File: src/common/dqv_pkg.sv
package dqv_pkg;

  // register block offsets, in bytes
  localparam logic [7:0] OFS_FW_ID = 8'h00;
  localparam logic [7:0] OFS_GLOBAL = 8'h04;
  localparam logic [7:0] OFS_ACTION = 8'h0A;
  localparam logic [7:0] OFS_EPB = 8'h24;
  localparam logic [7:0] OFS_VEC_12 = 8'h28;
  localparam logic [7:0] OFS_VEC_34 = 8'h2C;
  localparam logic [7:0] OFS_VEC_56 = 8'h30;
  localparam logic [7:0] OFS_VEC_78 = 8'h34;
  localparam logic [7:0] OFS_BULK = 8'h3C;
  localparam logic [7:0] OFS_IDHI_LO = 8'h40;
  localparam logic [7:0] OFS_IDHI_HI = 8'h44;

  // out packet header
  localparam int HDR_WRITE_BIT = 2;
  localparam int HDR_VCG_BIT = 3;
  localparam logic [1:0] HDR_RB_CODE = 2'h1;

  // reset values
  localparam logic [11:0] EPB_RST = 12'h001;
  localparam logic [31:0] IDHI_RST = 32'hFFFF_FFFF;

  // fields
  localparam logic [3:0] BUFOPT_EVENTS = 4'h9;
  localparam int GLB_MASK_ENA_BIT = 15;
  localparam int ACT_TRIG_BIT = 1;
  localparam int FWID_MASK_LSB = 24;
  localparam int VEC_HALF = 16;
  localparam int VEC_LVL_LSB = 8;
  localparam int VEC_STK_LSB = 12;
  localparam int BULK_TMO_LSB = 8;
  localparam logic [7:0] IDLO_OFF = 8'h00;

  // usb packet lengths in bytes
  localparam logic [9:0] PKT_LEN_HS = 10'h200;
  localparam logic [9:0] PKT_LEN_FS = 10'h040;

  // watchdog timing
  localparam int WDOG_BASE_S = 1;
  localparam longint CLK_FREQ_HZ = 250_000_000;
  localparam int WDOG_SEC_CYC = int'(CLK_FREQ_HZ * WDOG_BASE_S);

endpackage : dqv_pkg

File: src/rtl/dqv_ctrl.sv
`timescale 1ns/1ps
`default_nettype none

module dqv_ctrl
  import dqv_pkg::*;
#(
  parameter int CYC_PER_SEC = WDOG_SEC_CYC,
  parameter logic [31:0] FW_ID = 32'h0000_0A5A  // arbitrary value
) (
  // clock and reset
  input wire logic clk,
  input wire logic sys_rst,
  // out packet words from the usb fifo, pipe 0
  input wire logic [15:0] out_word,
  input wire logic out_valid,
  input wire logic out_last,
  output logic out_ready_q,
  // in packet words to the common output buffer, pipe 2
  output logic [15:0] in_word_q,
  output logic in_valid_q,
  input wire logic in_ready,
  // command generator hand-off
  output logic vcg_req_q,
  output logic [15:0] vcg_word_q,
  output logic vcg_valid_q,
  // usb side
  input wire logic high_speed_pin,
  output logic [9:0] pkt_len_q,
  output logic usb_trigger_q,
  output logic pkt_end_q,
  // data buffer
  input wire logic event_end,
  input wire logic buf_full,
  output logic buf_xfer_q,
  // interrupts
  input wire logic [6:0] irq_req_pin,
  output logic [6:0] irq_pending_q,
  input wire logic iack_done,
  input wire logic [2:0] iack_level,
  input wire logic [15:0] iack_id,
  output logic stack_start_q,
  output logic [2:0] stack_id_q
);

  if (CYC_PER_SEC < 2) begin : g_bad_cyc
    $error("CYC_PER_SEC too small");
  end

  //////////////////////////////////////////////////////////////////////////////
  function automatic logic vec_hit(input logic [15:0] v, input logic [7:0] hi,
                                   input logic [2:0] lvl, input logic [15:0] id);
    vec_hit = (v[7:0] != IDLO_OFF) && (v[VEC_LVL_LSB +: 3] == lvl)
              && ({hi, v[7:0]} == id);
  endfunction : vec_hit

  typedef enum logic [2:0] {
    S_HDR, S_SUB, S_WLO, S_WHI, S_RLO, S_RHI, S_DRAIN
  } dqv_state_t;

  //////////////////////////////////////////////////////////////////////////////
  // registers
  logic [15:0] global_q;
  logic [11:0] epb_q;
  logic [31:0] vec_q [0:3];
  logic [31:0] bulk_q;
  logic [31:0] idhi_q [0:1];
  logic [6:0] mask_q;

  // pin synchronisers
  logic [6:0] irq_s1_q, irq_s2_q;
  logic hs_s1_q, hs_s2_q;

  always_ff @(posedge clk) begin
    irq_s1_q <= irq_req_pin;
    irq_s2_q <= irq_s1_q;
    hs_s1_q <= high_speed_pin;
    hs_s2_q <= hs_s1_q;
  end

  //////////////////////////////////////////////////////////////////////////////
  // out packet parser
  dqv_state_t state_q, state_d;
  logic [15:0] hdr_q;
  logic [7:0] sub_q;
  logic [15:0] wlo_q;
  logic [15:0] rsp_hi_q;

  wire take = out_valid && out_ready_q;
  wire hdr_vcg = out_word[HDR_VCG_BIT];
  wire hdr_rb = !hdr_vcg && (out_word[1:0] == HDR_RB_CODE) && (out_word[5:4] == 2'h0);
  wire is_write = hdr_q[HDR_WRITE_BIT];
  wire in_acc = in_valid_q && in_ready;
  wire sub_action = (sub_q == OFS_ACTION);
  wire wr_full = (state_q == S_WHI) && take;
  wire wr_action = (state_q == S_WLO) && take && sub_action;
  wire [31:0] wr_data = {out_word, wlo_q};
  wire trig_bit = out_word[ACT_TRIG_BIT];
  wire mask_ena = global_q[GLB_MASK_ENA_BIT];

  // read mux, addressed by the incoming sub-address word
  wire [7:0] rd_addr = out_word[7:0];
  logic [31:0] rd_data;
  always_comb begin
    case (rd_addr)
      OFS_FW_ID: begin
        rd_data = FW_ID;
        if (mask_ena) rd_data[FWID_MASK_LSB +: 7] = mask_q;
      end
      OFS_GLOBAL: rd_data = {16'h0000, global_q};
      OFS_EPB: rd_data = {20'h00000, epb_q};
      OFS_VEC_12: rd_data = vec_q[0];
      OFS_VEC_34: rd_data = vec_q[1];
      OFS_VEC_56: rd_data = vec_q[2];
      OFS_VEC_78: rd_data = vec_q[3];
      OFS_BULK: rd_data = bulk_q;
      OFS_IDHI_LO: rd_data = idhi_q[0];
      OFS_IDHI_HI: rd_data = idhi_q[1];
      default: rd_data = 32'h0000_0000;
    endcase
  end

  always_comb begin
    state_d = state_q;
    case (state_q)
      S_HDR: if (take) begin
        if (hdr_vcg) state_d = out_last ? S_HDR : S_DRAIN;
        else if (hdr_rb && !out_last) state_d = S_SUB;
        else if (!out_last) state_d = S_DRAIN;
      end
      S_SUB: if (take) begin
        if (!is_write) state_d = S_RLO;
        else state_d = out_last ? S_HDR : S_WLO;
      end
      S_WLO: if (take) begin
        if (sub_action) state_d = out_last ? S_HDR : S_DRAIN;
        else state_d = out_last ? S_HDR : S_WHI;
      end
      S_WHI: if (take) state_d = out_last ? S_HDR : S_DRAIN;
      S_RLO: if (in_acc) state_d = S_RHI;
      S_RHI: if (in_acc) state_d = S_HDR;
      S_DRAIN: if (take && out_last) state_d = S_HDR;
      default: state_d = S_HDR;
    endcase
  end

  wire resp_d = (state_d == S_RLO) || (state_d == S_RHI);

  always_ff @(posedge clk) begin
    if (sys_rst) begin
      state_q <= S_HDR;
      out_ready_q <= 1'b0;
      hdr_q <= 16'h0000;
      sub_q <= 8'h00;
      wlo_q <= 16'h0000;
      rsp_hi_q <= 16'h0000;
      in_word_q <= 16'h0000;
      in_valid_q <= 1'b0;
    end else begin
      state_q <= state_d;
      out_ready_q <= !resp_d;
      if (take && state_q == S_HDR) hdr_q <= out_word;
      if (take && state_q == S_SUB) sub_q <= out_word[7:0];
      if (take && state_q == S_WLO) wlo_q <= out_word;
      if (take && state_q == S_SUB && !is_write) begin
        in_word_q <= rd_data[15:0];
        rsp_hi_q <= rd_data[31:16];
        in_valid_q <= 1'b1;
      end else if (in_acc && state_q == S_RLO) begin
        in_word_q <= rsp_hi_q;
      end else if (in_acc && state_q == S_RHI) begin
        in_valid_q <= 1'b0;
      end
    end
  end

  // command generator words pass through as an implicit request
  always_ff @(posedge clk) begin
    if (sys_rst) begin
      vcg_req_q <= 1'b0;
      vcg_word_q <= 16'h0000;
      vcg_valid_q <= 1'b0;
    end else begin
      vcg_req_q <= take && state_q == S_HDR && hdr_vcg;
      vcg_valid_q <= take && state_q == S_DRAIN && hdr_q[HDR_VCG_BIT];
      if (take) vcg_word_q <= out_word;
    end
  end

  //////////////////////////////////////////////////////////////////////////////
  // register writes
  always_ff @(posedge clk) begin
    if (sys_rst) begin
      global_q <= 16'h0000;
      epb_q <= EPB_RST;
      vec_q <= '{default: 32'h0000_0000};
      bulk_q <= 32'h0000_0000;
      idhi_q <= '{default: IDHI_RST};
      mask_q <= 7'h00;
      usb_trigger_q <= 1'b0;
    end else begin
      usb_trigger_q <= wr_action && trig_bit;
      if (wr_action && trig_bit && mask_ena) mask_q <= global_q[6:0];
      if (wr_full) begin
        case (sub_q)
          OFS_GLOBAL: global_q <= wr_data[15:0];
          OFS_EPB: epb_q <= wr_data[11:0];
          OFS_VEC_12: vec_q[0] <= wr_data;
          OFS_VEC_34: vec_q[1] <= wr_data;
          OFS_VEC_56: vec_q[2] <= wr_data;
          OFS_VEC_78: vec_q[3] <= wr_data;
          OFS_BULK: bulk_q <= wr_data;
          OFS_IDHI_LO: idhi_q[0] <= wr_data;
          OFS_IDHI_HI: idhi_q[1] <= wr_data;
          default: ;
        endcase
      end
    end
  end

  //////////////////////////////////////////////////////////////////////////////
  // interrupt vectors, all compared at once
  logic [7:0] hit;
  for (genvar k = 0; k < 8; k++) begin : g_vec
    assign hit[k] = vec_hit(vec_q[k/2][VEC_HALF*(k%2) +: 16],
                            idhi_q[k/4][8*(k%4) +: 8], iack_level, iack_id);
  end

  logic [2:0] hit_stack;
  always_comb begin
    hit_stack = 3'h0;
    for (int k = 7; k >= 0; k--) begin
      if (hit[k]) hit_stack = vec_q[k/2][VEC_HALF*(k%2) + VEC_STK_LSB +: 3];
    end
  end

  wire lvl_ok = (iack_level != 3'h0) && !mask_q[iack_level - 3'h1];

  always_ff @(posedge clk) begin
    if (sys_rst) begin
      stack_start_q <= 1'b0;
      stack_id_q <= 3'h0;
      irq_pending_q <= 7'h00;
    end else begin
      irq_pending_q <= irq_s2_q & ~mask_q;
      stack_start_q <= iack_done && lvl_ok && (hit != 8'h00);
      if (iack_done && lvl_ok && (hit != 8'h00)) stack_id_q <= hit_stack;
    end
  end

  //////////////////////////////////////////////////////////////////////////////
  // events per buffer and buffer hand-off
  logic [11:0] evt_cnt_q;
  wire opt_events = (global_q[3:0] == BUFOPT_EVENTS);
  wire [11:0] evt_next = evt_cnt_q + 12'h001;
  wire evt_full = (evt_next >= epb_q);
  wire xfer_d = opt_events ? (event_end && evt_full) : buf_full;

  always_ff @(posedge clk) begin
    if (sys_rst) begin
      evt_cnt_q <= 12'h000;
      buf_xfer_q <= 1'b0;
    end else begin
      buf_xfer_q <= xfer_d;
      if (!opt_events) evt_cnt_q <= 12'h000;
      else if (event_end) evt_cnt_q <= evt_full ? 12'h000 : evt_next;
    end
  end

  //////////////////////////////////////////////////////////////////////////////
  // bulk bundling and packet-end watchdog
  logic [7:0] bcnt_q;
  logic [31:0] tick_q;
  logic [3:0] sec_q;
  wire [7:0] nbuf = bulk_q[7:0];
  wire [3:0] tmo_sec = {1'b0, bulk_q[BULK_TMO_LSB +: 3]} + 4'h1;
  wire [7:0] bcnt_next = bcnt_q + 8'h01;
  wire sec_tick = (tick_q == 32'(CYC_PER_SEC - 1));
  wire wd_fire = (bcnt_q != 8'h00) && sec_tick && (sec_q + 4'h1 >= tmo_sec);
  wire bundle_done = buf_xfer_q && (bcnt_next >= nbuf);
  wire pend_d = (nbuf == 8'h00) ? (buf_xfer_q || event_end)
                                : (bundle_done || wd_fire);

  always_ff @(posedge clk) begin
    if (sys_rst) begin
      bcnt_q <= 8'h00;
      tick_q <= 32'h0000_0000;
      sec_q <= 4'h0;
      pkt_end_q <= 1'b0;
    end else begin
      pkt_end_q <= pend_d;
      if (nbuf == 8'h00 || bundle_done || wd_fire) begin
        bcnt_q <= 8'h00;
        tick_q <= 32'h0000_0000;
        sec_q <= 4'h0;
      end else begin
        if (buf_xfer_q) bcnt_q <= bcnt_next;
        if (bcnt_q != 8'h00) begin
          tick_q <= sec_tick ? 32'h0000_0000 : tick_q + 32'h0000_0001;
          if (sec_tick) sec_q <= sec_q + 4'h1;
        end
      end
    end
  end

  //////////////////////////////////////////////////////////////////////////////
  // usb packet length from link speed
  always_ff @(posedge clk) begin
    if (sys_rst) pkt_len_q <= PKT_LEN_FS;
    else pkt_len_q <= hs_s2_q ? PKT_LEN_HS : PKT_LEN_FS;
  end

endmodule : dqv_ctrl

`default_nettype wire

File: config.mk
export PLATFORM = sky130hd
export DESIGN_NAME = dqv_ctrl
export DESIGN_NICKNAME = d
export VERILOG_FILES = /design/src/common/dqv_pkg.sv /design/src/rtl/dqv_ctrl.sv
export SDC_FILE = /design/constraint.sdc
export NUM_CORES = 1
export LEC_CHECK = 0
export ABC_AREA = 1
export BUFFER_PORTS_ARGS = -buffer_cell sky130_fd_sc_hd__buf_2
export CELL_PAD_IN_SITES_DETAIL_PLACEMENT = 1
export CELL_PAD_IN_SITES_GLOBAL_PLACEMENT = 1
export CORE_UTILIZATION = 40
export DETAILED_ROUTE_END_ITERATION = 10
export HOLD_SLACK_MARGIN = 0.05
export PLACE_DENSITY_LB_ADDON = 0.1
export SLEW_MARGIN = 5
export SYNTH_ARGS = -nofsm -noshare
export SYNTH_HDL_FRONTEND = slang
export SYNTH_SLANG_ARGS = --single-unit
File: constraint.sdc
create_clock -name clk -period 3.8 [get_ports clk]
set_input_delay 0.57 -clock clk [delete_from_list [all_inputs] [get_ports clk]]
set_output_delay 0.57 -clock clk [all_outputs]
set_load 0.05 [all_outputs]
Word level (Yosys, flattened, before mapping)
Index checks and enable logic that the tools add are counted.
W data, S select, Z words.
{"block": "op_classes", "n_addsub": 6, "bitwise": 3, "n_mux": 38, "eq_ne": 47, "magnitude_cmp": 4, "reduce_logical": 82}
{"cell": "$pmux W32 S10", "count": 1}
{"cell": "$eq A16 B16 Y1", "count": 8}
{"cell": "$eq A8 B6 Y1 const B", "count": 12}
{"cell": "$reduce_bool A8 Y1", "count": 10}
{"cell": "$mux W3", "count": 21}
{"cell": "$logic_and A1 B1 Y1", "count": 42}
{"cell": "$add A32 B1 Y32 const B", "count": 1}
{"cell": "$eq A32 B28 Y1 const B", "count": 1}
{"cell": "$eq A8 B7 Y1 const B", "count": 4}
{"cell": "$mux W16", "count": 2}
{"cell": "$mux W32", "count": 1}
{"cell": "$eq A3 B3 Y1", "count": 8}
{"cell": "$reduce_and A2 Y1", "count": 11}
{"cell": "$pmux W3 S7", "count": 1}
{"cell": "$eq A8 B3 Y1 const B", "count": 2}
{"cell": "$logic_not A8 Y1", "count": 2}
{"cell": "$eq A3 B3 Y1 const B", "count": 5}
{"cell": "$add A12 B1 Y12 const B", "count": 1}
{"cell": "$ge A12 B12 Y1", "count": 1}
{"cell": "$mux W12", "count": 1}
{"cell": "$mux W10", "count": 1}
{"cell": "$add A8 B1 Y8 const B", "count": 1}
{"cell": "$eq A8 B4 Y1 const B", "count": 1}
{"cell": "$ge A8 B8 Y1", "count": 1}
{"cell": "24 further kinds", "count": 41}
{"block": "word_totals", "output_inout_bits": 60, "regBits": 438, "elab_cells": 216}

Longest topological paths before layout
Gate-level depths: netlist (run 1).
{"block": "logic_depth", "word_depth": 11, "depth_mapped": 20, "mapped_depth_nobuf": 19}

Worst setup path before layout (run 1)
Ideal clock, no wire load.
{"block": "synth_path", "path_kind": "register -> register", "startpoint": "reg evt_cnt_q[2]", "endpoint": "reg evt_cnt_q[11]", "setup_time_ps": 70, "path_stages_with_launch": 20, "synth_period_minus_slack_ps": 2722, "t_arrival_ps": 2652, "n_path_buf": 1, "slack_ps": 1078, "path_cell_list": "dfxtp_1 inv_1 nor2_1 nand3_1 nor3_2 nand3_1 nand3b_1 xor2_1 inv_1 ha_1 nand2_1 nor2_1 nand2_1 o211ai_1 a31oi_1 nand3_1 inv_1 clkbuf_1 nand2_1 a21oi_1"}
{"block": "synth_between", "elab_chain_len": 3}
{"item": "start, declared", "line_no": "dqv_ctrl.sv:252", "source": "logic [11:0] evt_cnt_q;"}
{"item": "start signal, assigned", "line_no": "dqv_ctrl.sv:265", "source": "else if (event_end) evt_cnt_q <= evt_full ? 12'h000 : evt_next;"}
{"item": "$add A12 B1 Y12 (*)", "line_no": "dqv_ctrl.sv:254", "source": "wire [11:0] evt_next = evt_cnt_q + 12'h001;"}
{"item": "$ge A12 B12 Y1", "line_no": "dqv_ctrl.sv:255", "source": "wire evt_full = (evt_next >= epb_q);"}
{"item": "$mux W12 (*)", "line_no": "dqv_ctrl.sv:265"}
Every way passes the cells marked *; elsewhere a longest branch is shown, timed or not.
A chain may end at the register's enable or synchronous reset.

Worst setup path in the final report (run 1)
{"block": "layout_path", "startpoint": "reg evt_cnt_q[0]", "endpoint": "reg evt_cnt_q[8]"}
The elaborated chain is that of the path after synthesis.

==> results of run 1 <==
==> worst paths after layout <==
| kind | endpoint | slack [ns] | startpoint |
|---|---|---|---|
| worst max-delay path | evt_cnt_q[8] | 0.68 | evt_cnt_q[0] |
| worst min-delay path | irq_s1_q[5] | 0.07 | irq_req_pin[5] |
| worst max register to register | evt_cnt_q[8] | 0.68 | evt_cnt_q[0] |
| worst min register to register | irq_s2_q[5] | 0.33 | irq_s1_q[5] |
==> final cells by class <==
class | count | area, sq um | share of cell area (%)
multi-input cells | 1857 | 10100 | 42.49
flip-flops and latches | 428 | 8568 | 36.03
clock inverters | 20 | 300.3 | 1.263
well taps | 680 | 850.8 | 3.578
inverters | 385 | 1460 | 6.140
clock buffers | 73 | 1509 | 6.345
repair buffers | 159 | 988.4 | 4.156
==> repair_timing <==
action                                 CTS  global route
hold buffers                             4             0
setup endpoints to repair                0             0
endpoints found under the hold margin    4             0
==> cells in the final DEF (no fill, tap or decap), types with 7 or more instances in the layout <==
master / n
nor2_2: 12
nand2_1: 468
conb_1: 8
nand2_2: 8
clkbuf_1: 7
nand4_1: 42
dfxtp_1: 428
inv_1: 338
clkbuf_8: 15
a221oi_1: 23
o2111ai_1: 13
buf_4: 51
o21ai_1: 11
inv_2: 42
o211ai_1: 69
nor3_1: 57
clkbuf_16: 51
nand3_1: 62
clkinv_2: 9
bufinv_16: 7
nor3_2: 7
nor2_1: 224
a21oi_1: 238
xor2_1: 68
o41ai_1: 16
nor4_1: 22
ha_1: 32
a211oi_1: 85
buf_2: 101
o22ai_1: 95
a31oi_1: 17
o21ai_0: 200
xnor2_1: 21
==> power breakdown <==
group / leakage, nW / internal (mW) / total (mW) / switching, mW
clock network: 0.897 / 3.23 / 5.33 / 2.09
registers: 3.46 / 4.55 / 4.61 / 0.0597
logic: 5.46 / 0.166 / 0.788 / 0.623
total: 9.82 / 7.95 / 10.7 / 2.78
==> logic make-up (layout without fill, tap and decap cells) <==
family | count (synthesis) | count (layout) | synth area share, %
compound gates | 790 | 790 | 22.80
xor+xnor | 89 | 89 | 3.737
fa+ha+maj | 32 | 32 | 1.919
buf+inv | 543 | 637 | 10.75
flops | 428 | 428 | 41.07
other cells | 1 | 8 | 0.01798
simple gates | 938 | 938 | 19.70
==> metrics by stage <==
step	instance area (sq um)	total power, mW
3_5_place_dp	21930	5.472
5_1_grt	23780	11.00
2_1_floorplan	20890	5.179
6_report	23780	10.73
4_1_cts	23780	10.77
3_3_place_gp	21930	5.463
==> sequential cells by signal, indices dropped and copies added, names as in the netlist, 8 cells and up <==
signal	cells
idhi_q	64
vec_q	128
bulk_q	32
vcg_word_q	16
tick_q	32
global_q	16
in_word_q	16
sub_q	8
epb_q	12
bcnt_q	8
evt_cnt_q	12
rsp_hi_q	16
wlo_q	16
==> metal layers <==
layer	track usage, %	routed length [microns]	up-vias
met1	50.14	41420	10547
met2	56.80	42540	1055
met3	6.312	9287	235
li1	-	-	9666
met5	0	11	-
met4	16.99	4822	2
==> reports/qor.txt, run 1 <==
worst slack at placement - 0.6645 ns
wire length of the first global-routing pass - 144.3 mm
setup bufs post-CTS - 0
largest area contributor in the synthesized netlist - dfxtp_1
row cnt - 83
core region area - 51410 sq um
Final Routed Wirelength - 98.08 mm
Final Hold Viols - 0
ys flop type - dfxtp_1
remaining antenna violation count - 0
setup skew after layout - 0.01844 ns
largest driver fanout on the critical path - 12
total number of H-tree levels - 2
hold path cells - 1
final worst path period need - 3.124 ns
number of detailed-routing iterations run before antenna repair - 5
signed area change from the synthesized netlist to the final layout - 14.00%
slew at the pin closest to its max-slew limit - 1.172 ns
Pins Over Slew Limit - 0
clk_lat worst skew - 0.61 ns
net count reported at finish - 2964
final critical-path share of the clock period - 82.21%
share of Yosys cell area claimed by the top area cell type - 41.07%
clock slew at reported path FFs - 0.06 ns
maximum number of pins on one net before global-route repair - 110
post-route insts no fill - 3602
sequential fraction of the synthesis area - 41.07%
sequence of cells on the critical path - nand2_1, nor2_1, nand3_1, nor3_2, nand3_1, nand3b_1, xor2_1, inv_1, ha_1, nand2_1, nor2_1, nand2_1, o211ai_1, a31oi_1, nand3_1, inv_1, nand2_1, a21oi_1
Iter 0 DRT Violations - 2271
via count of the first global-routing pass - 21422
die outline width - 230.4 microns
wire per inst - 27.23 microns
post-synthesis sequential element count - 428
Setup TNS - 0 ns
Boundary Pins - 111
Yosys warnings - 0
number of distinct standard cells referenced by the synthesized netlist - 61
Hold Path Class - input pin to register
die area - 53070 sq um
half-perimeter wire length after detailed placement - 72.20 mm
count of max-cap constraint violations - 0
Die Y - 230.4 microns
total congestion overflow - 0
Async S/R FF share, synth - 0%
post-route setup slack - 0.6762 ns
TritonCTS clock tree - built
Setup Viol. Count Final - 0
Arrival @ worst endpoint - 3.64 ns
ranking of synthesized cells by instance count - nand2_1, dfxtp_1, inv_1
average cell area after synthesis - 7.395 sq um
unrepaired setup endpoints after global routing - false
biggest area contributors in the synthesized netlist - dfxtp_1, nand2_1, inv_1, a21oi_1, o21ai_0
Mapped Area - 20860 sq um
count of input and output buffers - 102
Clk Tree Root Cell - clkbuf_16
Gate Count Post-Synth - 2821
most frequent cell after synthesis - nand2_1
cell count after placement - 3505
relative max-transition margin - 21.84%
total clock buffers created by CTS - 50
Peak Freq - 320.1 MHz
Initial Utilization - 40.58%
utilization of the core after routing - 46.26%
post-cts sizing count - 0
nature of the critical path startpoint - register
family with the most delay on the worst path - simple AND/OR/NAND/NOR gates
power density of the placed cells - 451.0 nW/um^2
Lkg Pwr - 9.822 nW
# clock sinks - 428
antenna violations before repair - 3
Worst Reg2Reg Path Length in Cells - 18
Crit. path cell count - 18
fraction of layout cells with a size suffix above 1 - 11.67%
count of buffer and inverter cells on the critical path - 2
final routed DRC violation total - 0
slowest library cell on the worst path - dfxtp_1
IR Drop Worst-Case VDD - 0.0003373 V
RePlAce Congestion - 1.049
Post-synth EDFFs - 0
ANT cells - 0
via count - 21505
layout filler cell count - 6440
Critical Path Most Common Cell - nand2_1
Critical Path Max Stage Delay - 0.40 ns
hold slack final - 0.07446 ns
clk buf depth - 3
Global Route Usage Sum - 36.87%
critical path required time - 4.32 ns
outcome - complete, no violations
via count normalized by instance count - 5.970
Worst Path Class, Setup - register to register
category of the worst setup path capture point - register
Power figures use the tool's default switching activity.
==> inputs of run 2 (changes only) <==
clock period = 2.85 ns   (was 3.8 ns; I/O delays follow)
==> run 2 against run 1 <==
Net effect:
- critical path type unchanged
- largest cell class unchanged
- critical path depth fell by 1
- largest power group unchanged
- register-to-register slack got worse by 0.65 ns
- flip-flop and latch count did not move
==> reports/qor.txt, run 2 (same netlist as run 1, synthesis figures left out) <==
outcome - complete, no violations
signed area change from the synthesized netlist to the final layout - 17.71%
Hold Path Class - input pin to register
category of the worst setup path capture point - register
post-route insts no fill - 3674
Boundary Pins - 111
via count - 21413
Pins Over Slew Limit - 0
final critical-path share of the clock period - 99.00%
final routed DRC violation total - 0
sequential share of power - 43.9%
Lkg Pwr - 10.28 nW
max reg flops - 128
cell area after layout - 24550 sq um
origin of the critical flop-to-flop path - evt_cnt_q[1]
sequential cell area - 8571 sq um
clk buf depth - 3
Worst Reg2Reg Path Length in Cells - 17
total clock buffers created by CTS - 49
ANT cells - 0
relative max-transition margin - 15.68%
number of detailed-routing iterations run before antenna repair - 5
die outline width - 230.4 microns
half-perimeter wire length after detailed placement - 68.49 mm
post-route setup slack - 0.02855 ns
total congestion overflow - 0
fraction of layout cells with a size suffix above 1 - 14.73%
layout filler cell count - 6401
nature of the critical path startpoint - register
TritonCTS clock tree - built
Arrival @ worst endpoint - 3.35 ns
clk_lat worst skew - 0.60 ns
largest register by flop count - vec_q
slew at the pin closest to its max-slew limit - 1.265 ns
total number of H-tree levels - 2
Setup Viol. Count Final - 0
# clock sinks - 428
area after detailed placement - 22560 sq um
critical hold path startpoint - buf_full
antenna violations before repair - 2
core region area - 51410 sq um
final worst path period need - 2.821 ns
area used by multi-input combinational logic - 10270 sq um
utilization of the core after routing - 47.77%
share of power burned in the clock network - 48.3%
hold path cells - 3
Logic pwr share - 7.9%
Peak Freq - 354.4 MHz
Iter 0 DRT Violations - 1845
IR Drop Worst-Case VDD - 0.0004482 V
launching element of the worst setup path - evt_cnt_q[1]
die area - 53070 sq um
Largest regs - vec_q x128, idhi_q x64
switch share - 25.64%
power dissipated by switching net loads - 3.589 mW
wire per inst - 25.63 microns
maximum number of pins on one net before global-route repair - 117
net count reported at finish - 3043
hold slack final - 0.09307 ns
clock slew at reported path FFs - 0.06 ns
RePlAce Congestion - 1.006
Initial Utilization - 40.58%
count of max-cap constraint violations - 0
Clk Tree Root Cell - clkbuf_16
commonest non-fill, non-tap cell in the layout - nand2_1
wire length of the first global-routing pass - 139.0 mm
Final Routed Wirelength - 94.15 mm
Die Y - 230.4 microns
Final Hold Viols - 0
cell count after placement - 3577
count of input and output buffers - 102
worst slack at placement - -0.2655 ns
Global Route Usage Sum - 34.99%
commonest non-fill, non-tap cells in the layout - nand2_1, dfxtp_1, inv_1
row cnt - 83
via count of the first global-routing pass - 21238
Worst Path Class, Setup - register to register
via count normalized by instance count - 5.828
remaining antenna violation count - 0
unrepaired setup endpoints after global routing - true
total internal power - 10.41 mW
power density of the placed cells - 569.9 nW/um^2
largest driver fanout on the critical path - 6
critical path required time - 3.38 ns
setup skew after layout - 0.01155 ns
-- run 2: changes by cell type in the layout (fill, tap and decap cells not counted), sizes merged --
cell         before  now
dlygate4sd3       4    8
clkbuf           73   72
inv             386  384
buf             155  230
clkinv           11    9
clkinvlp          1    0
bufinv            7    6
-- run 2: stage by stage --
stage,setup TNS [ns],power (mW)
2_1_floorplan,0,6.905
3_3_place_gp,-0.2037,7.319
3_5_place_dp,-0.4636,7.335
4_1_cts,0,14.04
5_1_grt,-1.978,14.35
6_report,0,13.99
-- run 2: worst max-delay path: stages, from the launching register on --
cell      delay (ns)
dfxtp_2         0.36
nand2_2         0.09
nor2_4          0.14
nand3_2         0.11
nor3_4          0.23
buf_4           0.15
xor2_2          0.17
ha_1            0.27
a21oi_1         0.16
o21ai_0         0.13
nand2_1         0.08
o211ai_1        0.08
a31oi_1         0.20
nand3_1         0.12
inv_2           0.11
buf_12          0.14
nand2_1         0.07
a21oi_2         0.13
-- run 2: cell type report --
cell class                 count  share of cell area [%]
multi-input combinational   1857                   41.84
sequential                   428                   34.90
timing repair buffer         239                   6.955
clock buffer                  71                   5.946
inverter                     385                   5.946
tap                          680                   3.465
clock inverter                14                  0.9427
-- run 2: layer usage --
metal / up-vias / track usage (%) / part of all wire, %
met5: - / 0 / 0.016
met2: 803 / 55.43 / 45
li1: 9790 / - / -
met1: 10623 / 46.78 / 43
met4: 2 / 13.74 / 4.1
met3: 195 / 6.695 / 8.2
-- run 2: final timing paths --
check                               endpoint  slack, ns
worst max-delay path            evt_cnt_q[2]       0.03
worst min-delay path              buf_xfer_q       0.09
worst max register to register  evt_cnt_q[2]       0.03
worst min register to register   irq_s2_q[2]       0.32
-- run 2: repair_timing --
action,CTS,global route
setup buffers,0,3
cloned,0,1
resized for setup,3,39
hold endpoints to repair,8,0
setup endpoints to repair,15,31
hold buffers,8,0
pin swaps,0,10
-- run 2: power by group through the flow --
stage,clock [mW],combinational [mW],sequential (mW)
after floorplan,0,0.492,6.41
after global placement,0,1.05,6.27
after detailed placement,0,1.07,6.27
after CTS,6.83,1.08,6.14
after global routing,7.05,1.16,6.15
final,6.75,1.10,6.14
